==> src/hw/tcc_pkg.sv <==
// Package for the 16-bit timer with two input-capture channels.
// Assumes an APB master with 32-bit data; registers use the low byte of each word.
package tcc_pkg;

  // Register byte offsets
  localparam logic [7:0] OFF_CTRL_ONE = 8'h00;
  localparam logic [7:0] OFF_CTRL_TWO = 8'h04;
  localparam logic [7:0] OFF_STATUS   = 8'h08;
  localparam logic [7:0] OFF_CAP1_HI  = 8'h0c;
  localparam logic [7:0] OFF_CAP1_LO  = 8'h10;
  localparam logic [7:0] OFF_CNT_HI   = 8'h14;
  localparam logic [7:0] OFF_CNT_LO   = 8'h18;
  localparam logic [7:0] OFF_ALT_HI   = 8'h1c;
  localparam logic [7:0] OFF_ALT_LO   = 8'h20;
  localparam logic [7:0] OFF_CAP2_HI  = 8'h24;
  localparam logic [7:0] OFF_CAP2_LO  = 8'h28;

  // Control one fields
  localparam int unsigned C1_CAP_IE = 7;
  localparam int unsigned C1_OVF_IE = 5;
  localparam int unsigned C1_EDGE1  = 1;

  // Control two fields
  localparam int unsigned C2_PWM     = 5;
  localparam int unsigned C2_OPM     = 4;
  localparam int unsigned C2_CS_LO   = 2;
  localparam int unsigned C2_EDGE2   = 1;
  localparam int unsigned C2_EXT_EDG = 0;

  // Status fields
  localparam int unsigned ST_CAP1 = 7;
  localparam int unsigned ST_OVF  = 5;
  localparam int unsigned ST_CAP2 = 4;

  // Reset and limit values
  localparam logic [15:0] CNT_RESET  = 16'hfffc;
  localparam logic [15:0] CNT_TOP    = 16'hffff;
  localparam logic [7:0]  CTRL_RESET = 8'h00;

  // Counter clock choice
  typedef enum logic [1:0] {
    TCC_DIV2 = 2'b00,
    TCC_DIV4 = 2'b01,
    TCC_DIV8 = 2'b10,
    TCC_EXT  = 2'b11
  } tcc_clk_sel_t;

  // APB request from the master
  typedef struct packed {
    logic        psel;
    logic        penable;
    logic        pwrite;
    logic [7:0]  paddr;
    logic [31:0] pwdata;
  } tcc_apb_req_t;

endpackage

==> src/hw/tcc_timer.sv <==
// 16-bit free-running timer with two input-capture channels, APB slave.
// Assumes capture and external clock pins are asynchronous to clk_i.
//
// Functional notes
// - Sixteen-bit up-counter, primary and alternate read pairs
// - Low count byte write reloads fffc
// - Reset and only reload value is fffc
// - Counter advances at clock over 2, 4, 8
// - Clock select 11 picks external clock pin
// - External edge select picks active transition
// - External increments aligned to core clock edge
// - High byte read latches low byte
// - Lone low byte read returns live value
// - Rollover ffff to 0000 sets overflow flag
// - Overflow request needs enable and clear mask
// - Status read then low count access clears overflow
// - Alternate low byte never clears overflow
// - Counter runs in wait, holds in halt
// - Active capture edge copies count, sets flag
// - Capture registers ignore writes
// - Channel edge selects in control one, two
// - One capture enable gates both flags
// - Status read then low capture access clears flag
// - High capture read blocks capture until low read
// - New capture overwrites previous value
// - One-pulse or PWM leaves only channel two
// - Capture pin two always feeds capture logic, pin one only outside one-pulse and PWM
//
// The register addresses and the APB slave port were left to the implementer.
`timescale 1ns/1ps

module tcc_timer (
  // Clock and reset
  input  wire logic            clk_i,
  input  wire logic            rst_b_i,
  // APB slave
  input  tcc_pkg::tcc_apb_req_t apb_i,
  output logic [31:0]          prdata_o,
  output logic                 pready_o,
  output logic                 pslverr_o,
  // Pins
  input  wire logic [1:0]      capture_pin_i,
  input  wire logic            ext_clock_pin_i,
  // System
  input  wire logic            global_irq_mask_i,
  input  wire logic            halt_i,
  output logic                 timer_irq_o
);

  // Access phase at a given offset
  function automatic logic acc_at(input tcc_pkg::tcc_apb_req_t r, input logic [7:0] off);
    return r.psel & r.penable & (r.paddr == off);
  endfunction

  // Prescaler tick for the divided clock
  function automatic logic div_tick(input tcc_pkg::tcc_clk_sel_t cs, input logic [2:0] p);
    case (cs)
      tcc_pkg::TCC_DIV2: div_tick = p[0];
      tcc_pkg::TCC_DIV4: div_tick = &p[1:0];
      tcc_pkg::TCC_DIV8: div_tick = &p;
      default:           div_tick = 1'b0;
    endcase
  endfunction

  logic [7:0]  ctrl_one_r;
  logic [7:0]  ctrl_two_r;
  logic [15:0] cnt_r;
  logic [15:0] snap_r;
  logic [7:0]  lo_latch_r;
  logic        seq_r;
  logic [2:0]  flag_r;
  logic [2:0]  arm_r;
  logic [1:0]  inh_r;
  logic [15:0] cap_r [2];
  logic [2:0]  pre_r;
  logic [2:0]  s1_r;
  logic [2:0]  s2_r;
  logic [2:0]  s3_r;
  logic [2:0]  stab_r;
  logic [31:0] prdata_r;
  logic        err_r;

  logic        setup;
  logic        rd_acc;
  logic        wr_acc;
  logic [2:0]  agree;
  logic [2:0]  rise;
  logic [2:0]  fall;
  logic        ext_ev;
  logic        inc;
  logic        cnt_wr;
  logic        ovf_ev;
  logic        wave_mode;
  logic [1:0]  cap_ev;
  logic [2:0]  clr;
  logic [7:0]  rd_byte;
  logic        mapped;
  tcc_pkg::tcc_clk_sel_t cs;

  assign setup  = apb_i.psel & ~apb_i.penable;
  assign rd_acc = ~apb_i.pwrite;
  assign wr_acc = apb_i.pwrite;
  assign cs     = tcc_pkg::tcc_clk_sel_t'(ctrl_two_r[tcc_pkg::C2_CS_LO +: 2]);

  // Pin synchronisers
  always_ff @(posedge clk_i or negedge rst_b_i) begin
    if (!rst_b_i) begin
      s1_r <= 3'h0;
      s2_r <= 3'h0;
      s3_r <= 3'h0;
    end else begin
      s1_r <= {ext_clock_pin_i, capture_pin_i};
      s2_r <= s1_r;
      s3_r <= s2_r;
    end
  end

  // Accepted pin level follows once second and third stages agree
  assign agree = ~(s2_r ^ s3_r);
  assign rise  = agree & s3_r & ~stab_r;
  assign fall  = agree & ~s3_r & stab_r;

  always_ff @(posedge clk_i or negedge rst_b_i) begin
    if (!rst_b_i) begin
      stab_r <= 3'h0;
    end else begin
      stab_r <= (s3_r & agree) | (stab_r & ~agree);
    end
  end

  // Prescaler
  always_ff @(posedge clk_i or negedge rst_b_i) begin
    if (!rst_b_i) begin
      pre_r <= 3'h0;
    end else begin
      pre_r <= pre_r + 3'h1;
    end
  end

  assign ext_ev = ctrl_two_r[tcc_pkg::C2_EXT_EDG] ? rise[2] : fall[2];
  assign inc    = halt_i ? 1'b0 :
                  (cs == tcc_pkg::TCC_EXT) ? ext_ev :
                  div_tick(cs, pre_r);
  assign cnt_wr = wr_acc & (acc_at(apb_i, tcc_pkg::OFF_CNT_LO) |
                            acc_at(apb_i, tcc_pkg::OFF_ALT_LO));
  assign ovf_ev = inc & ~cnt_wr & (cnt_r == tcc_pkg::CNT_TOP);

  // Free-running counter
  always_ff @(posedge clk_i or negedge rst_b_i) begin
    if (!rst_b_i) begin
      cnt_r <= tcc_pkg::CNT_RESET;
    end else if (cnt_wr) begin
      cnt_r <= tcc_pkg::CNT_RESET;
    end else if (inc) begin
      cnt_r <= cnt_r + 16'h0001;
    end
  end

  // Control registers
  always_ff @(posedge clk_i or negedge rst_b_i) begin
    if (!rst_b_i) begin
      ctrl_one_r <= tcc_pkg::CTRL_RESET;
      ctrl_two_r <= tcc_pkg::CTRL_RESET;
    end else if (wr_acc) begin
      if (acc_at(apb_i, tcc_pkg::OFF_CTRL_ONE)) begin
        ctrl_one_r <= apb_i.pwdata[7:0];
      end
      if (acc_at(apb_i, tcc_pkg::OFF_CTRL_TWO)) begin
        ctrl_two_r <= apb_i.pwdata[7:0];
      end
    end
  end

  // Two-byte read sequence shared by both count pairs
  always_ff @(posedge clk_i or negedge rst_b_i) begin
    if (!rst_b_i) begin
      seq_r      <= 1'b0;
      lo_latch_r <= 8'h00;
    end else if (rd_acc & (acc_at(apb_i, tcc_pkg::OFF_CNT_HI) |
                           acc_at(apb_i, tcc_pkg::OFF_ALT_HI))) begin
      if (!seq_r) begin
        seq_r      <= 1'b1;
        lo_latch_r <= snap_r[7:0];
      end
    end else if (rd_acc & (acc_at(apb_i, tcc_pkg::OFF_CNT_LO) |
                           acc_at(apb_i, tcc_pkg::OFF_ALT_LO))) begin
      seq_r <= 1'b0;
    end
  end

  // Captures
  assign wave_mode = ctrl_two_r[tcc_pkg::C2_OPM] | ctrl_two_r[tcc_pkg::C2_PWM];
  assign cap_ev[0] = (ctrl_one_r[tcc_pkg::C1_EDGE1] ? rise[0] : fall[0]) &
                     ~inh_r[0] & ~wave_mode;
  assign cap_ev[1] = (ctrl_two_r[tcc_pkg::C2_EDGE2] ? rise[1] : fall[1]) &
                     ~inh_r[1];

  always_ff @(posedge clk_i or negedge rst_b_i) begin
    if (!rst_b_i) begin
      cap_r[0] <= 16'h0000;
      cap_r[1] <= 16'h0000;
    end else begin
      for (int i = 0; i < 2; i++) begin
        if (cap_ev[i]) begin
          cap_r[i] <= cnt_r;
        end
      end
    end
  end

  // Capture inhibit between high and low byte reads
  always_ff @(posedge clk_i or negedge rst_b_i) begin
    if (!rst_b_i) begin
      inh_r <= 2'b00;
    end else if (rd_acc) begin
      if (acc_at(apb_i, tcc_pkg::OFF_CAP1_HI)) inh_r[0] <= 1'b1;
      if (acc_at(apb_i, tcc_pkg::OFF_CAP1_LO)) inh_r[0] <= 1'b0;
      if (acc_at(apb_i, tcc_pkg::OFF_CAP2_HI)) inh_r[1] <= 1'b1;
      if (acc_at(apb_i, tcc_pkg::OFF_CAP2_LO)) inh_r[1] <= 1'b0;
    end
  end

  // Flags: bit 0 capture one, bit 1 capture two, bit 2 overflow
  assign clr[0] = arm_r[0] & acc_at(apb_i, tcc_pkg::OFF_CAP1_LO);
  assign clr[1] = arm_r[1] & acc_at(apb_i, tcc_pkg::OFF_CAP2_LO);
  assign clr[2] = arm_r[2] & acc_at(apb_i, tcc_pkg::OFF_CNT_LO);

  always_ff @(posedge clk_i or negedge rst_b_i) begin
    if (!rst_b_i) begin
      flag_r <= 3'h0;
    end else begin
      flag_r <= {ovf_ev, cap_ev} | (flag_r & ~clr);
    end
  end

  // Status read arms the clear of each flag then set
  always_ff @(posedge clk_i or negedge rst_b_i) begin
    if (!rst_b_i) begin
      arm_r <= 3'h0;
    end else if (rd_acc & acc_at(apb_i, tcc_pkg::OFF_STATUS)) begin
      arm_r <= flag_r;
    end else begin
      arm_r <= arm_r & ~clr;
    end
  end

  // Read data multiplexer
  always_comb begin
    rd_byte = 8'h00;
    mapped  = 1'b1;
    case (apb_i.paddr)
      tcc_pkg::OFF_CTRL_ONE: rd_byte = ctrl_one_r;
      tcc_pkg::OFF_CTRL_TWO: rd_byte = ctrl_two_r;
      tcc_pkg::OFF_STATUS: begin
        rd_byte[tcc_pkg::ST_CAP1] = flag_r[0];
        rd_byte[tcc_pkg::ST_CAP2] = flag_r[1];
        rd_byte[tcc_pkg::ST_OVF]  = flag_r[2];
      end
      tcc_pkg::OFF_CAP1_HI: rd_byte = cap_r[0][15:8];
      tcc_pkg::OFF_CAP1_LO: rd_byte = cap_r[0][7:0];
      tcc_pkg::OFF_CAP2_HI: rd_byte = cap_r[1][15:8];
      tcc_pkg::OFF_CAP2_LO: rd_byte = cap_r[1][7:0];
      tcc_pkg::OFF_CNT_HI,
      tcc_pkg::OFF_ALT_HI:  rd_byte = cnt_r[15:8];
      tcc_pkg::OFF_CNT_LO,
      tcc_pkg::OFF_ALT_LO:  rd_byte = seq_r ? lo_latch_r : cnt_r[7:0];
      default:              mapped  = 1'b0;
    endcase
  end

  // Read data and count snapshot taken in the setup cycle
  always_ff @(posedge clk_i or negedge rst_b_i) begin
    if (!rst_b_i) begin
      prdata_r <= 32'h0000_0000;
      snap_r   <= tcc_pkg::CNT_RESET;
      err_r    <= 1'b0;
    end else if (setup) begin
      prdata_r <= {24'h00_0000, rd_byte};
      snap_r   <= cnt_r;
      err_r    <= ~mapped;
    end
  end

  assign prdata_o    = prdata_r;
  assign pready_o    = 1'b1;
  assign pslverr_o   = apb_i.psel & apb_i.penable & err_r;
  assign timer_irq_o = ~global_irq_mask_i &
                       ((flag_r[2] & ctrl_one_r[tcc_pkg::C1_OVF_IE]) |
                        ((|flag_r[1:0]) & ctrl_one_r[tcc_pkg::C1_CAP_IE]));

  // Checks
  cnt_reload_a: assert property (@(posedge clk_i) disable iff (!rst_b_i)
    cnt_wr |=> cnt_r == tcc_pkg::CNT_RESET)
    else $error("count not reloaded after low byte write");

  ovf_set_a: assert property (@(posedge clk_i) disable iff (!rst_b_i)
    (inc && !cnt_wr && cnt_r == tcc_pkg::CNT_TOP) |=> flag_r[2] && cnt_r == 16'h0000)
    else $error("rollover did not set overflow");

  ovf_clear_a: assert property (@(posedge clk_i) disable iff (!rst_b_i)
    (arm_r[2] && acc_at(apb_i, tcc_pkg::OFF_CNT_LO) && !ovf_ev) |=> !flag_r[2])
    else $error("armed low count access left overflow set");

  ext_edge_a: assert property (@(posedge clk_i) disable iff (!rst_b_i)
    (cs == tcc_pkg::TCC_EXT && ctrl_two_r[tcc_pkg::C2_EXT_EDG] && rise[2] &&
     !halt_i && !cnt_wr) |=> cnt_r == $past(cnt_r) + 16'h0001)
    else $error("active external edge did not advance count");

  cap_clear_a: assert property (@(posedge clk_i) disable iff (!rst_b_i)
    (arm_r[1] && acc_at(apb_i, tcc_pkg::OFF_CAP2_LO) && !cap_ev[1]) |=> !flag_r[1])
    else $error("armed low capture access left flag set");

  irq_mask_a: assert property (@(posedge clk_i) disable iff (!rst_b_i)
    global_irq_mask_i |-> !timer_irq_o)
    else $error("interrupt raised while masked");

  latch_hold_a: assert property (@(posedge clk_i) disable iff (!rst_b_i)
    (seq_r && !(rd_acc && (acc_at(apb_i, tcc_pkg::OFF_CNT_LO) ||
                           acc_at(apb_i, tcc_pkg::OFF_ALT_LO))))
    |=> seq_r && $stable(lo_latch_r))
    else $error("latched low byte changed mid sequence");

  alt_noclr_a: assert property (@(posedge clk_i) disable iff (!rst_b_i)
    (flag_r[2] && acc_at(apb_i, tcc_pkg::OFF_ALT_LO)) |=> flag_r[2])
    else $error("alternate access cleared overflow");

  halt_hold_a: assert property (@(posedge clk_i) disable iff (!rst_b_i)
    (halt_i && !cnt_wr) |=> $stable(cnt_r))
    else $error("counter moved in halt");

  cap_inhibit_a: assert property (@(posedge clk_i) disable iff (!rst_b_i)
    inh_r[0] |=> $stable(cap_r[0]))
    else $error("capture one updated while inhibited");

  cap_wave_a: assert property (@(posedge clk_i) disable iff (!rst_b_i)
    (wave_mode && !flag_r[0]) |=> !flag_r[0] && $stable(cap_r[0]))
    else $error("channel one captured in waveform mode");

  cap_value_a: assert property (@(posedge clk_i) disable iff (!rst_b_i)
    cap_ev[1] |=> cap_r[1] == $past(cnt_r) && flag_r[1])
    else $error("capture two value or flag wrong");

  div2_rate_a: assert property (@(posedge clk_i) disable iff (!rst_b_i)
    (cs == tcc_pkg::TCC_DIV2 && !halt_i && !cnt_wr && inc) |=> !inc)
    else $error("divide by two ticked on consecutive cycles");

endmodule // tcc_timer

==> config.mk <==
export PLATFORM = sky130hd
export DESIGN_NAME = tcc_timer
export DESIGN_NICKNAME = d
export VERILOG_FILES = /design/src/hw/tcc_pkg.sv /design/src/hw/tcc_timer.sv
export SDC_FILE = /design/constraint.sdc
export NUM_CORES = 1
export LEC_CHECK = 0
export ABC_CLOCK_PERIOD_IN_PS = 2000
export CORE_MARGIN = 4
export CORE_UTILIZATION = 48
export CTS_BUF_LIST = sky130_fd_sc_hd__clkbuf_4
export DETAILED_ROUTE_END_ITERATION = 8
export DONT_BUFFER_PORTS = 1
export HOLD_SLACK_MARGIN = 0.02
export PLACE_DENSITY = 0.7
export SYNTH_ARGS = -nofsm -noshare
export SYNTH_HDL_FRONTEND = slang
export SYNTH_SLANG_ARGS = --single-unit
==> constraint.sdc <==
create_clock -name clk_i -period 2 [get_ports clk_i]
set_input_delay 0.3 -clock clk_i [delete_from_list [all_inputs] [get_ports clk_i]]
set_output_delay 0.3 -clock clk_i [all_outputs]
set_load 0.005 [all_outputs]
==> run_results.csv, run 1 <==
group,metric,value,unit
status,outcome,"finished, violations left",
status,violations,"hold timing",
cells_and_area,antenna_cells,0,
grt,grt_start_max_net_pins,114,
logic_synthesis,yosysTopAreaCellShare,41.3,%
worst_setup_path,worst-setup-path-type,"reg -> reg",
run,drv_cap,0,
cells_and_area,fin_nets,610,
worst_setup_path,worstPathRequired,2490,ps
logic_synthesis,yosysTopAreaCell,"dfrtp_1",
detailed_routing,drt_iter0_markers,332,
grt,antenna_found_initial,0,
detailed_routing,ant_nets,0,
grt,overflow,0,
clocking,cts_tree,"yes",
timing,hold_violations,113,
clocking,cts.path.max_buffers,2,
timing,finalSetupViolCount,0,
floorplan,fp.dieH,116,um
clocking,cts_num_sinks,113,
floorplan,dieArea,0.0135,mm2
grt,grt_use_met3,6.01,%
floorplan,start_util,49.1,%
timing,report.final.slew_viol_count,0,
logic_synthesis,avgSynthCellArea,11.2,um2
detailed_routing,wl_per_cell,19.4,um
floorplan,dieWidth,116,um
logic_synthesis,ys_ff_latch,113,
logic_synthesis,ys_seq_area_share,50.6,%
logic_synthesis,synthFlopType,"dfrtp_1",
clocking,clk_latency,540,ps
cells_and_area,fillers,973,
floorplan,coreArea,0.0115,mm2
timing,timing.final.crit_share,96.8,%
placement,port_buffers,0,
power,power_density,817,mW/mm2
cells_and_area,synthToLayoutAreaGrowth,14.3,%
cells_and_area,drive_gt1_share,29.8,%
logic_synthesis,synth_edf_count,0,
timing,worst_slew_pin_slew,507,ps
timing,period_minus_slack,1940,ps
timing,fin_setup_tns,0,ps
timing,holdWs,-552,ps
timing,finClkSkew,20.3,ps
clocking,cts-root-buf,"clkbuf_4",
floorplan,io_pins,85,
detailed_routing,wirelength,13700,um
detailed_routing,drc,0,
grt,grt_pass1_vias,4077,
grt,use_met1,30.0,%
logic_synthesis,ys_types,64,
clocking,numCtsBuffers,17,
logic_synthesis,yosysMostFrequentCell,"dfrtp_1",
worst_setup_path,arrival,2430,ps
grt,grt_pass1_wl,21900,um
power,finalPower,5.26,mW
grt,globalRouteMet2Util,32.8,%
cells_and_area,multi_input_area,0.00262,mm2
grt,grt.busiest_layer,"met2",
logic_synthesis,synthCells,501,
timing,slew_headroom,65.7,%
logic_synthesis,yosysWarnings,0,
worst_setup_path,start_kind,"register",
placement,gp_congestion,0.868,
worst_setup_path,cp-end-kind,"register",
detailed_routing,drtPass1Iterations,5,
logic_synthesis,async_flop_share,100,%
clocking,hold_buffers,18,
power,ir_drop,0.590,mV
logic_synthesis,yosys-top-cells-area,"dfrtp_1 (41%), mux2_2 (12%), dfstp_2 (9.3%)",
timing,fmaxAchievable,517,MHz
clocking,cts.clk_slew.worst_paths,110,ps
logic_synthesis,mappedNetlistArea,0.00564,mm2
grt,grt_util_all_layers,21.6,%
power,p_leak,2.86,nW
detailed_routing,dr_total_vias,4157,
cells_and_area,area.sequential,0.00285,mm2
floorplan,rows,39,
worst_setup_path,rrSetupSlack,60,ps
worst_setup_path,cp_max_fo,6,
logic_synthesis,synth_commonest_cells,"dfrtp_1 (93), nand2_1 (64), mux2_2 (59), buf_4 (26), nor2_1 (24)",
detailed_routing,via_per_inst,5.88,
worst_hold_path,worstHoldPathType,"in -> async",
placement,place_hpwl,9650,um
clocking,htree_levels,4,
==> placed cells by master, fill, tap and decap left out, types with 4 or more instances in the layout <==
cell type      netlist  routed
dfrtp_1             93      92
nand2_1             64      64
mux2_2              59      59
buf_4               26      33
conb_1               2      25
nor2_1              24      23
dfstp_2             20      20
dlygate4sd3_1        0      18
clkbuf_4             0      17
a21oi_1             15      15
a22oi_1             13      13
inv_1               12      12
mux2i_1             12      11
o21ai_0             10      10
nand4_1              8       8
nor3_1               7       7
ha_1                 9       7
a22o_1               6       6
nand3_1              7       6
xnor2_1              6       6
nor2b_1              5       5
a31oi_1              5       5
o2bb2ai_1            5       5
and3_1               4       4
and2_1               4       4
xor2_1               4       4
a221oi_1             4       4
o22ai_1              4       4
clkinv_2             0       4
==> area by class of cell <==
type	count	area share, %
clock buffer	17	1.98
multi-input combinational	355	40.7
tap	143	2.78
clock inverter	15	2.60
inverter	12	0.699
sequential	113	44.3
timing repair buffer	52	6.95
==> per-stage QoR <==
stage	hold WS [ps]	area [um2]	cells	util [%]	setup slack, ps
2_1_floorplan	4.41	5730	524	-	137
3_3_place_gp	10.5	5880	654	51.2	68.4
3_5_place_dp	9.23	5880	654	51.2	28.9
4_1_cts	-594	6350	704	55.4	33.6
5_1_grt	-610	6440	707	56.2	-18.0
6_report	-552	6440	707	56.2	64.0
==> power breakdown <==
part           total, mW  internal (mW)  switching [mW]
clock network       1.79          0.856           0.932
registers           2.76           2.58           0.180
logic              0.712          0.363           0.349
total               5.26           3.80            1.46
==> cell families (layout without fill, tap and decap cells) <==
family	count (synthesis)	count (layout)	synth area share, %
AOI/OAI and AO/OA	83	83	10.3
xor gates and xnor gates	10	10	1.55
adders and majority gates	9	9	2.00
buffers and inverters	56	96	5.73
DFF	113	113	50.6
muxes	74	74	14.9
other	2	25	0.133
and+or+nand+nor	154	154	14.7
==> sequential cells by signal, summed over array words and instances (netlist names), 3 cells and up, named ones only <==
name        cells
arm_r           3
cap_r          32
cnt_r          16
ctrl_one_r      8
ctrl_two_r      8
flag_r          3
lo_latch_r      8
prdata_o        8
pre_r           3
s1_r            3
s2_r            3
s3_r            3
snap_r          8
==> worst paths after layout <==
kind / start / end / depth (start not counted)
worst min register to register: s1_r[2] / s2_r[2] / 0
worst max register to register: pre_r[0] / cnt_r[8] / 7
max in group asynchronous: rst_b_i / cnt_r[15] / 0
worst max-delay path: pre_r[0] / cnt_r[8] / 7
min in group clk_i: apb_i[42] / err_r / 2
worst min-delay path: rst_b_i / snap_r[1] / 0
==> worst max-delay path: stages (launching register included) <==
cell and delay, ps:
dfrtp_2 440, ha_4 160, ha_4 130, mux2i_4 80
a211oi_4 300, nand2_2 150, or4_4 570, nand3_2 70
==> metal layers <==
layer / part of all wire, % / up-vias
met1: 43 / 2103
met2: 48 / 164
met4: 2.0 / 0
met5: 0 / -
li1: - / 1864
met3: 7.1 / 26
==> what timing repair did <==
item | 4_1_cts | 5_1_grt
setup buffers | 0 | 3
setup endpoints to repair | 1 | 5
resized for setup | 0 | 13
pin swaps | 1 | 5
hold endpoints to repair | 135 | 113
Note: power is estimated with default switching activity, not from simulation.
==> inputs of run 2 (changes only) <==
REMOVE_ABC_BUFFERS = 1   (was default)
==> run_results.csv, run 2 (synthesis gave the netlist of run 1 again) <==
group,metric,value,unit
floorplan,coreArea,0.0115,mm2
power,power_density,814,mW/mm2
detailed_routing,ant_nets,0,
timing,finClkSkew,12.5,ps
worst_hold_path,worstHoldPathType,"in -> async",
clocking,cts-root-buf,"clkbuf_4",
clocking,cts_num_sinks,113,
timing,fmaxAchievable,522,MHz
clocking,cts.path.max_buffers,2,
grt,grt_pass1_wl,21100,um
cells_and_area,largest_registers,"cap_r x32, cnt_r x16",
detailed_routing,drc,0,
floorplan,dieArea,0.0135,mm2
grt,grt_pass1_vias,3993,
cells_and_area,fin_nets,607,
timing,worst_slew_pin_slew,652,ps
placement,place_hpwl,9600,um
floorplan,dieWidth,116,um
timing,holdWs,-538,ps
grt,antenna_found_initial,0,
worst_setup_path,crit_buf_inv,0,
worst_setup_path,worstPathRequired,2460,ps
placement,gp_congestion,0.914,
cells_and_area,largest_register_ffs,32,
worst_setup_path,worst-setup-path-type,"reg -> reg",
worst_setup_path,slowest_delay,520,ps
clocking,cts_tree,"yes",
status,outcome,"finished, violations left",
detailed_routing,via_per_inst,5.84,
timing,finalSetupViolCount,0,
worst_setup_path,cp_top_family,"simple AND/OR/NAND/NOR gates",
cells_and_area,layout_commonest_cell,"dfrtp_1",
cells_and_area,multi_input_area,0.00256,mm2
floorplan,start_util,49.1,%
detailed_routing,drt_iter0_markers,323,
clocking,htree_levels,4,
power,p_leak,2.82,nW
floorplan,io_pins,85,
detailed_routing,dr_total_vias,4103,
power,finalPower,5.16,mW
power,ir_drop,0.705,mV
worst_setup_path,cp-end-kind,"register",
run,drv_cap,0,
clocking,clk_latency,520,ps
grt,grt_start_max_net_pins,114,
worst_setup_path,crit_chain,"ha_2 -> ha_1 -> mux2i_1 -> a211oi_2 -> nand2_2 -> or4_1 -> nand3_1",
detailed_routing,drtPass1Iterations,5,
worst_setup_path,arrival,2380,ps
placement,post_dp_cell_area,0.00585,mm2
placement,port_buffers,0,
worst_setup_path,cp_max_fo,6,
timing,period_minus_slack,1920,ps
cells_and_area,largest-register,"cap_r",
timing,rsz0062_at_grt,"yes",
clocking,cts.clk_slew.worst_paths,100,ps
cells_and_area,fillers,1003,
clocking,numCtsBuffers,17,
detailed_routing,wl_per_cell,19.0,um
worst_setup_path,start_kind,"register",
timing,hold_violations,113,
cells_and_area,drive_gt1_share,27.7,%
worst_setup_path,critPathSlowestCell,"or4_1",
timing,slew_headroom,56.5,%
status,violations,"hold timing",
clocking,hold_buffers,18,
cells_and_area,layout_common_cells,"dfrtp_1 (93), nand2_1 (64), mux2_2 (59), buf_4 (30), conb_1 (25)",
grt,overflow,0,
timing,report.final.slew_viol_count,0,
floorplan,fp.dieH,116,um
timing,timing.final.crit_share,95.8,%
cells_and_area,postLayoutCoreUtil,55.3,%
grt,grt_util_all_layers,20.8,%
cells_and_area,antenna_cells,0,
cells_and_area,area.sequential,0.00285,mm2
detailed_routing,wirelength,13400,um
cells_and_area,final_area,0.00634,mm2
floorplan,rows,39,
cells_and_area,synthToLayoutAreaGrowth,12.5,%
## run 2: through the flow
step / TNS, ps / std cells / worst slack, ps
2_1_floorplan: -4740 / 480 / -282
3_5_place_dp: 0 / 651 / 53.8
4_1_cts: 0 / 700 / 28.4
3_3_place_gp: 0 / 651 / 96.1
5_1_grt: -24.6 / 703 / -23.9
6_report: 0 / 703 / 83.4
## run 2: power by group
part | switching (mW) | internal [mW]
clock | 0.848 | 0.853
sequential | 0.181 | 2.58
combinational | 0.338 | 0.358
## run 2: area by class of cell
cell class / count / area share [%]
multi-input combinational: 355 / 40.3
clock inverter: 13 / 2.29
tap: 143 / 2.82
sequential: 113 / 45.0
inverter: 12 / 0.710
timing repair buffer: 49 / 6.71
clock buffer: 18 / 2.13
## run 2: layer usage
layer	part of all wire [%]	vias up	global-route usage (%)
li1	-	1861	-
met1	42	2066	26.7
met2	49	153	33.8
met3	7.2	23	5.28
met4	2.4	0	8.28
met5	0	-	0
## run 2: final timing paths
path	cells past startpoint	slack (ps)	endpoint	from
hold / removal	0	-540	seq_r	rst_b_i
max in group asynchronous	0	2320	cnt_r[15]	rst_b_i
setup / recovery	7	80	cnt_r[8]	pre_r[0]
min in group clk_i	3	80	prdata_o[3]	apb_i[38]
hold reg to reg	0	360	s2_r[2]	s1_r[2]
setup reg to reg	7	80	cnt_r[8]	pre_r[0]
## run 2: repair_timing
action	4_1_cts	5_1_grt
setup endpoints to repair	0	5
setup buffers	0	3
hold endpoints to repair	136	113
gates resized for setup	0	1
